<file path="src/design/fdr_pkg.sv">
// Constants and types shared by the floppy drive control register block.
// Assumes a 100 MHz system clock and a 10-bit host address already qualified.
package fdr_pkg;

	// Operating modes chosen by static configuration.
	typedef enum logic [1:0] {
		FDR_MODE_AT,
		FDR_MODE_ALT,
		FDR_MODE_ENH
	} fdr_mode_type;

	// Host register addresses, primary base.
	localparam logic [9:0] ADDR_STATUS_B = 10'h3f1;
	localparam logic [9:0] ADDR_DOR = 10'h3f2;
	localparam logic [9:0] ADDR_TDR = 10'h3f3;
	localparam logic [9:0] ADDR_DIR = 10'h3f7;

	// Reset values.
	localparam logic [7:0] DOR_RESET = 8'h00;
	localparam logic [1:0] TDR_RESET = 2'h0;

	// Drive output control field positions.
	localparam int DOR_SEL_LSB = 0;
	localparam int DOR_SEL_MSB = 1;
	localparam int DOR_RST_BIT = 2;
	localparam int DOR_DMA_BIT = 3;
	localparam int DOR_MOT0_BIT = 4;
	localparam int DOR_MOT1_BIT = 5;
	localparam int DOR_MOT2_BIT = 6;
	localparam int DOR_MOT3_BIT = 7;

	// Status register B field positions in the alternate layout.
	localparam int SRB_DS2_BIT = 0;
	localparam int SRB_DS3_BIT = 1;
	localparam int SRB_WG_BIT = 2;
	localparam int SRB_RD_BIT = 3;
	localparam int SRB_WD_BIT = 4;
	localparam int SRB_DS0_BIT = 5;
	localparam int SRB_DS1_BIT = 6;
	localparam int SRB_SECOND_DRIVE_PRESENT_BIT = 7;

	// On a tape register read only the two select bits drive the data bus; output control and alternate status register B reads drive all eight.
	localparam logic [7:0] TDR_OE_MASK = 8'h03;
	localparam logic [7:0] FULL_OE_MASK = 8'hff;

	// Software reset minimum width, rounded up to whole clock cycles.
	localparam int CLK_PERIOD_NS = 10;
	localparam int SOFT_RST_NS = 100;
	localparam int SOFT_CNT_W = 4;
	localparam logic [SOFT_CNT_W-1:0] SOFT_RST_CYC =
		SOFT_CNT_W'((SOFT_RST_NS + CLK_PERIOD_NS - 1) / CLK_PERIOD_NS);

endpackage

</file>
<file path="src/design/fdr_edge_flag.sv">
// Sticky flag set by one chosen edge of a level and cleared by a strobe.
// Assumes the level is synchronous to ref_clk.
module fdr_edge_flag #(
	parameter bit FALL_EDGE = 1'b0
) (
	// Clock and reset.
	input wire logic ref_clk,
	input wire logic rstn,
	// Watched level and clear strobe.
	input wire logic level,
	input wire logic clear,
	// Latched flag.
	output logic flag_ff
);

	// Previous sample of the level, for edge detection.
	logic prev_ff;
	// Edge of the chosen direction seen in this cycle.
	logic edge_seen;

	// A fall is seen when the level drops, a rise when it climbs.
	assign edge_seen = FALL_EDGE ? (prev_ff & ~level) : (~prev_ff & level);

	// Sample the level every cycle.
	always_ff @(posedge ref_clk) begin
		if (!rstn) begin
			prev_ff <= 1'b0;
		end else begin
			prev_ff <= level;
		end
	end

	// The set wins over the clear so that an edge during a clearing read is kept.
	always_ff @(posedge ref_clk) begin
		if (!rstn) begin
			flag_ff <= 1'b0;
		end else if (edge_seen) begin
			flag_ff <= 1'b1;
		end else if (clear) begin
			flag_ff <= 1'b0;
		end
	end

endmodule

</file>
<file path="src/design/fdr_drive_ctrl.sv">
// Floppy drive control registers: drive output control, tape assignment,
// alternate status register B and DMA and interrupt pin gating.
// Assumes host strobes and all pins are synchronous to ref_clk.

module fdr_drive_ctrl (
	// Clock and hardware reset.
	input wire logic ref_clk,
	input wire logic rstn,
	// Static configuration.
	input wire fdr_pkg::fdr_mode_type mode,
	input wire logic drive_swap,
	// Host register access.
	input wire logic [9:0] host_addr,
	input wire logic host_rd,
	input wire logic host_wr,
	input wire logic [7:0] host_wdata,
	output logic [7:0] host_rdata,
	output logic [7:0] host_rdata_oe,
	// Drive interface status levels.
	input wire logic write_gate_out,
	input wire logic read_data_active,
	input wire logic write_data_active,
	input wire logic second_drive_present,
	// Drive select and motor outputs.
	output logic drive_select_zero_n,
	output logic drive_select_one_n,
	output logic drive_select_two_n,
	output logic drive_select_three_n,
	output logic motor_on_zero_n,
	output logic motor_on_one_n,
	output logic motor_on_two_n,
	output logic motor_on_three_n,
	// Controller reset and tape handling.
	output logic soft_reset_n,
	output logic [1:0] tape_drive_num,
	output logic tape_drive_active,
	// DMA and interrupt from and to the controller core.
	input wire logic core_dma_request,
	input wire logic core_irq,
	output logic core_dma_ack_n,
	output logic core_terminal_count,
	// DMA and interrupt pins.
	input wire logic dma_ack_n,
	input wire logic terminal_count,
	output logic dma_request,
	output logic dma_request_oe,
	output logic floppy_irq_out,
	output logic floppy_irq_oe
);

	// Drive output control register.
	logic [7:0] dor_ff;
	// Tape drive assignment, two bits only.
	logic [1:0] tdr_ff;
	// Soft reset stretch counter and registered reset output.
	logic [fdr_pkg::SOFT_CNT_W-1:0] soft_cnt_ff;
	logic soft_reset_n_ff;
	// Registered drive outputs and their next values.
	logic [3:0] ds_n_ff;
	logic [3:0] nxt_ds_n;
	logic [3:0] mot_n_ff;
	logic [3:0] nxt_mot_n;
	// Read data path.
	logic [7:0] rdata_ff;
	logic [7:0] nxt_rdata;
	logic [7:0] rdata_oe_ff;
	logic [7:0] nxt_rdata_oe;
	// Latched status flags.
	logic wg_flag;
	logic rd_flag;
	logic wd_flag;
	// Decoded strobes.
	logic dor_wr;
	logic tdr_wr;
	logic dir_rd;
	logic pins_on;

	// Two-drive decode of selects and motors for drives zero and one.
	// Returns {ds1_n, ds0_n, mtr1_n, mtr0_n}.
	function automatic logic [3:0] two_drive(input logic [7:0] drive_output_control, input logic swap);
		logic sel0;
		logic sel1;
		sel0 = (drive_output_control[1:0] == 2'h0) && drive_output_control[fdr_pkg::DOR_MOT0_BIT];
		sel1 = (drive_output_control[1:0] == 2'h1) && drive_output_control[fdr_pkg::DOR_MOT1_BIT];
		if (swap) begin
			two_drive = {~sel0, ~sel1, ~drive_output_control[fdr_pkg::DOR_MOT0_BIT],
				~drive_output_control[fdr_pkg::DOR_MOT1_BIT]};
		end else begin
			two_drive = {~sel1, ~sel0, ~drive_output_control[fdr_pkg::DOR_MOT1_BIT],
				~drive_output_control[fdr_pkg::DOR_MOT0_BIT]};
		end
	endfunction

	// Address decode; the mode and swap inputs are treated as static.
	assign dor_wr = host_wr && (host_addr == fdr_pkg::ADDR_DOR);
	assign tdr_wr = host_wr && (host_addr == fdr_pkg::ADDR_TDR);
	assign dir_rd = host_rd && (host_addr == fdr_pkg::ADDR_DIR);

	// Drive output control: writable at any time, untouched by soft reset.
	always_ff @(posedge ref_clk) begin
		if (!rstn) begin
			dor_ff <= fdr_pkg::DOR_RESET;
		end else if (dor_wr) begin
			dor_ff <= host_wdata;
		end
	end

	// Tape assignment keeps only its two select bits, also through soft reset.
	always_ff @(posedge ref_clk) begin
		if (!rstn) begin
			tdr_ff <= fdr_pkg::TDR_RESET;
		end else if (tdr_wr) begin
			tdr_ff <= host_wdata[1:0];
		end
	end

	// Stretch the soft reset so back-to-back writes of 0 then 1 still give
	// the controller its minimum reset width.
	always_ff @(posedge ref_clk) begin
		if (!rstn) begin
			soft_cnt_ff <= fdr_pkg::SOFT_RST_CYC;
		end else if (dor_wr && !host_wdata[fdr_pkg::DOR_RST_BIT]) begin
			soft_cnt_ff <= fdr_pkg::SOFT_RST_CYC;
		end else if (soft_cnt_ff != '0) begin
			soft_cnt_ff <= soft_cnt_ff - 1'b1;
		end
	end

	// Reset output is low while the bit is 0 or the stretch is running.
	always_ff @(posedge ref_clk) begin
		if (!rstn) begin
			soft_reset_n_ff <= 1'b0;
		end else begin
			soft_reset_n_ff <= dor_ff[fdr_pkg::DOR_RST_BIT] && (soft_cnt_ff == '0);
		end
	end

	// Next drive select and motor levels, ordered {3, 2, 1, 0}.
	always_comb begin
		logic [3:0] two;
		two = two_drive(dor_ff, drive_swap);
		// Drives two and three follow the plain binary select.
		nxt_ds_n[3] = ~(dor_ff[fdr_pkg::DOR_SEL_MSB:fdr_pkg::DOR_SEL_LSB] == 2'h3);
		nxt_ds_n[2] = ~(dor_ff[fdr_pkg::DOR_SEL_MSB:fdr_pkg::DOR_SEL_LSB] == 2'h2);
		nxt_ds_n[1:0] = two[3:2];
		nxt_mot_n[3] = ~dor_ff[fdr_pkg::DOR_MOT3_BIT];
		nxt_mot_n[2] = ~dor_ff[fdr_pkg::DOR_MOT2_BIT];
		nxt_mot_n[1:0] = two[1:0];
	end

	// Register the drive pins so they never glitch while the decode settles.
	always_ff @(posedge ref_clk) begin
		if (!rstn) begin
			ds_n_ff <= 4'hf;
			mot_n_ff <= 4'hf;
		end else begin
			ds_n_ff <= nxt_ds_n;
			mot_n_ff <= nxt_mot_n;
		end
	end

	assign drive_select_zero_n = ds_n_ff[0];
	assign drive_select_one_n = ds_n_ff[1];
	assign drive_select_two_n = ds_n_ff[2];
	assign drive_select_three_n = ds_n_ff[3];
	assign motor_on_zero_n = mot_n_ff[0];
	assign motor_on_one_n = mot_n_ff[1];
	assign motor_on_two_n = mot_n_ff[2];
	assign motor_on_three_n = mot_n_ff[3];
	assign soft_reset_n = soft_reset_n_ff;

	// Drive zero can never be a tape, so a zero assignment means none.
	assign tape_drive_num = tdr_ff;
	assign tape_drive_active = (tdr_ff != 2'h0) &&
		(dor_ff[fdr_pkg::DOR_SEL_MSB:fdr_pkg::DOR_SEL_LSB] == tdr_ff);

	// Enhanced mode leaves the pins live even while the enable bit is clear.
	assign pins_on = (mode == fdr_pkg::FDR_MODE_ENH) || dor_ff[fdr_pkg::DOR_DMA_BIT];
	// Disabled inputs read as idle; disabled outputs float.
	assign core_dma_ack_n = pins_on ? dma_ack_n : 1'b1;
	assign core_terminal_count = pins_on ? terminal_count : 1'b0;
	assign dma_request = core_dma_request;
	assign dma_request_oe = pins_on;
	assign floppy_irq_out = core_irq;
	assign floppy_irq_oe = pins_on;

	// Latched write gate rise, read data and write data falls.
	fdr_edge_flag #(.FALL_EDGE(1'b0)) u_wg_flag (
		.ref_clk(ref_clk),
		.rstn(rstn),
		.level(write_gate_out),
		.clear(dir_rd),
		.flag_ff(wg_flag)
	);
	fdr_edge_flag #(.FALL_EDGE(1'b1)) u_rd_flag (
		.ref_clk(ref_clk),
		.rstn(rstn),
		.level(read_data_active),
		.clear(dir_rd),
		.flag_ff(rd_flag)
	);
	// Write data is watched whether or not the write gate is active.
	fdr_edge_flag #(.FALL_EDGE(1'b1)) u_wd_flag (
		.ref_clk(ref_clk),
		.rstn(rstn),
		.level(write_data_active),
		.clear(dir_rd),
		.flag_ff(wd_flag)
	);

	// Read multiplexer; unmapped or unsupported reads leave the bus floating.
	always_comb begin
		nxt_rdata = 8'h00;
		nxt_rdata_oe = 8'h00;
		if (host_rd) begin
			case (host_addr)
				fdr_pkg::ADDR_STATUS_B: begin
					// Only the alternate layout is offered here.
					if (mode == fdr_pkg::FDR_MODE_ALT) begin
						nxt_rdata[fdr_pkg::SRB_DS2_BIT] = ds_n_ff[2];
						nxt_rdata[fdr_pkg::SRB_DS3_BIT] = ds_n_ff[3];
						nxt_rdata[fdr_pkg::SRB_WG_BIT] = wg_flag;
						nxt_rdata[fdr_pkg::SRB_RD_BIT] = rd_flag;
						nxt_rdata[fdr_pkg::SRB_WD_BIT] = wd_flag;
						nxt_rdata[fdr_pkg::SRB_DS0_BIT] = ds_n_ff[0];
						nxt_rdata[fdr_pkg::SRB_DS1_BIT] = ds_n_ff[1];
						nxt_rdata[fdr_pkg::SRB_SECOND_DRIVE_PRESENT_BIT] = ~second_drive_present;
						nxt_rdata_oe = fdr_pkg::FULL_OE_MASK;
					end
				end
				fdr_pkg::ADDR_DOR: begin
					nxt_rdata = dor_ff;
					nxt_rdata_oe = fdr_pkg::FULL_OE_MASK;
				end
				fdr_pkg::ADDR_TDR: begin
					// Upper bits float on a read.
					nxt_rdata = {6'h00, tdr_ff};
					nxt_rdata_oe = fdr_pkg::TDR_OE_MASK;
				end
				default: begin
					nxt_rdata = 8'h00;
					nxt_rdata_oe = 8'h00;
				end
			endcase
		end
	end

	// Read data and its enables stand for one cycle after the strobe.
	always_ff @(posedge ref_clk) begin
		if (!rstn) begin
			rdata_ff <= 8'h00;
			rdata_oe_ff <= 8'h00;
		end else begin
			rdata_ff <= nxt_rdata;
			rdata_oe_ff <= nxt_rdata_oe;
		end
	end

	assign host_rdata = rdata_ff;
	assign host_rdata_oe = rdata_oe_ff;
endmodule

</file>
<file path="config.mk">
export PLATFORM = sky130hd
export DESIGN_NAME = fdr_drive_ctrl
export DESIGN_NICKNAME = d
export VERILOG_FILES = /design/src/design/fdr_pkg.sv /design/src/design/fdr_edge_flag.sv /design/src/design/fdr_drive_ctrl.sv
export SDC_FILE = /design/constraint.sdc
export NUM_CORES = 1
export LEC_CHECK = 0
export ABC_AREA = 1
export BUFFER_PORTS_ARGS = -buffer_cell sky130_fd_sc_hd__buf_4
export CORE_MARGIN = 10
export CORE_UTILIZATION = 43
export DETAILED_ROUTE_END_ITERATION = 7
export PLACE_DENSITY = 0.81
export SLEW_MARGIN = 15
export SYNTH_ARGS = -nofsm -noshare
export SYNTH_HDL_FRONTEND = slang
export SYNTH_SLANG_ARGS = --single-unit
export TNS_END_PERCENT = 100
</file>
<file path="constraint.sdc">
create_clock -name ref_clk -period 1 [get_ports ref_clk]
set_input_delay 0.1 -clock ref_clk [delete_from_list [all_inputs] [get_ports ref_clk]]
set_output_delay 0.1 -clock ref_clk [all_outputs]
set_load 0.01 [all_outputs]
</file>
==> qor.csv <==
metric,value,unit
status,"finished, violations left",
violations,setup timing,
worst_slew_pin_slew,0.5944,ns
yosysTopAreaCell,dfxtp_1,
synth.area.top_cells,"dfxtp_1 (45%), nand2_1 (11%), inv_1 (7.5%)",
synthCells,236,
start_util,44.01,%
critPathRequiredTime,0.90,ns
wl_per_cell,14.26,um
dpl_cell_area,0.002336,mm^2
crit_family,flip-flops,
path_cells,nand2_2 > a221oi_2 > buf_4,
hp-class,in -> reg,
grt-ovfl-total,0,
power,3.366,mW
finalSetupViolCount,10,
arrival,1.14,ns
portBuffers,62,
route.vias.total,1809,
maxSlewViolCount,0,
leakagePower,1.349,nW
die_y,83.76,um
dieWidth,83.76,um
drt_iter0_drc,95,
htree_levels,2,
num_antenna_cells,0,
synthMuxAreaShare,0,%
routed_wl,5277,um
preCtsSetupSlack,-0.1291,ns
io_pins,67,
core,0.003971,mm^2
drive_above_1_share,40.94,%
dp.cells,355,
synth_top_family_by_area,simple AND/OR/NAND/NOR gates,
synth_fa_ha_area_share,1.432,%
cts_buffers,5,
ir_drop,767.7,uV
ys_types,24,
seq_area_frac_synth,44.67,%
netlist_area,0.001748,mm^2
ctsLongestPathBuffers,2,
firstDrtPassIters,4,
final_common_cell,buf_4,
fin_nets,354,
cts-root-buf,clkbuf_8,
avgSynthCellArea,7.406,um^2
p_per_area,1278,mW/mm^2
skew,0.005597,ns
hpwl,3664,um
critPathSlowestCell,dfxtp_4,
grt_pass1_wl,8390,um
stdcell_area,0.002633,mm^2
postRouteAntennaNets,0,
grt_usage,14.46,%
gp_congestion,0.8893,
finalHoldViolations,0,
setup_ws,-0.2423,ns
drc,0,
cts_tree,done,
syn_nets,271,
yosysWarnings,0,
clk_pin_slew,0.08,ns
cpPeakStageDelay,0.39,ns
crit_path_max_fanout,4,
finalCritPeriodShare,124.2,%
max_cap_violations,0,
ys_ff_latch,39,
grt_max_degree,16,
rows,23,
antenna_found_initial,0,
fin_cells,370,
rsz0062_at_grt,yes,
clock_sinks,39,
slew-limit-headroom,60.20,%
period_minus_slack,1.242,ns
end_kind,output pin,
fmax,805.0,MHz
fin_setup_tns,-0.8278,ns
start_kind,flop,
clk_latency,0.30,ns
vias_per_cell,4.889,
area_delta_synth_final,50.61,%
final_cell_mix,"buf_4 (75), nand2_1 (46), dfxtp_1 (32), nor2_1 (30), inv_1 (29)",
netlist.area_leader.share,44.67,%
synth-simple-area-share,32.50,%
critPathKind,reg -> out,
yosys.area_share.xor_xnor,1.503,%
synth-compound-area-share,6.084,%
crit_buf_inv,1,
die_area,0.007015,mm^2
first_global_vias,1885,
## cell usage after synthesis
cell / number
a21oi_1: 14
a221oi_1: 1
buf_2: 1
buf_4: 11
buf_6: 1
clkbuf_1: 1
dfxtp_1: 39
ha_1: 2
inv_1: 35
inv_2: 2
nand2_1: 49
nand2_2: 1
nand3_1: 17
nand3_4: 1
nand4_1: 14
nand4_2: 1
nor2_1: 30
nor2_2: 5
nor2_8: 1
nor3_1: 1
o211ai_1: 1
o21ai_0: 4
or2_2: 1
xor2_1: 3
## final timing paths
check | slack (ns) | end | startpoint | cells past startpoint
setup / recovery | -0.24 | tape_drive_active | tape_drive_num[1]$_SDFFE_PN0P_ | 3
hold / removal | 0.02 | dor_ff[3]$_SDFFE_PN0P_ | host_wdata[3] | 3
setup reg to reg | -0.06 | soft_cnt_ff[0]$_SDFFE_PP0P_ | soft_cnt_ff[0]$_SDFFE_PP0P_ | 6
hold reg to reg | 0.43 | mot_n_ff[3]$_SDFF_PN1_ | dor_ff[7]$_SDFFE_PN0P_ | 1
## power by group
group / total [mW] / internal (mW) / switching, mW
Clock: 1.11 / 0.498 / 0.609
Sequential: 1.65 / 1.61 / 0.0390
Combinational: 0.607 / 0.302 / 0.305
## cell families after synthesis
logic type	Yosys count
compound gates	20
buf+inv	51
simple gates	121
flops	39
xor+xnor	3
fa+ha+maj	2
## metrics by stage
step | utilization, % | hold WS, ns
finish | 66.29 | 0.01537
global route | 66.29 | 0.01461
CTS | 65.15 | 0.01198
detailed placement | 58.82 | 0.2001
global placement | 58.82 | 0.2001
floorplan | - | 0.1935
## routing by layer
metal | wire length, um | track usage (%)
met1 | 2035 | 14.27
met4 | 201 | 8.067
met3 | 360 | 5.176
met2 | 2679 | 25.57
met5 | 0 | 0
## tightest hold or removal path, delay by kind of cell
family	cells	cell delay, ns
buffers and inverters	1	0.07
and+or+nand+nor	2	0.11
## area by class of cell
class	count	area, um^2
Clock buffer	5	68.82
Multi-Input combinational cell	146	810.8
Fill cell	325	1339
Sequential cell	39	792.0
Tap cell	50	62.56
Inverter	37	146.4
Clock inverter	3	23.77
Timing Repair Buffer	90	728.2
## timing repair
| item | 4_1_cts | 5_1_grt |
|---|---|---|
| hold endpoints to repair | 3 | 0 |
| cloned | 0 | 0 |
| buffers inserted | 3 | 2 |
| setup endpoints to repair | 11 | 18 |
| pin swaps | 9 | 9 |
| gates resized for setup | 32 | 13 |
| hold buffers | 3 | 0 |
## registers in the layout (all words and copies together) (netlist names)
register           flops
u_rd_flag.prev_ff      1
tape_drive_num         2
dor_ff                 8
u_wg_flag.flag_ff      1
u_wg_flag.prev_ff      1
ds_n_ff                4
u_wd_flag.prev_ff      1
u_rd_flag.flag_ff      1
host_rdata_oe          2
soft_reset_n           1
soft_cnt_ff            4
host_rdata             8
mot_n_ff               4
u_wd_flag.flag_ff      1
No activity file was read; power rests on OpenSTA's default activity.
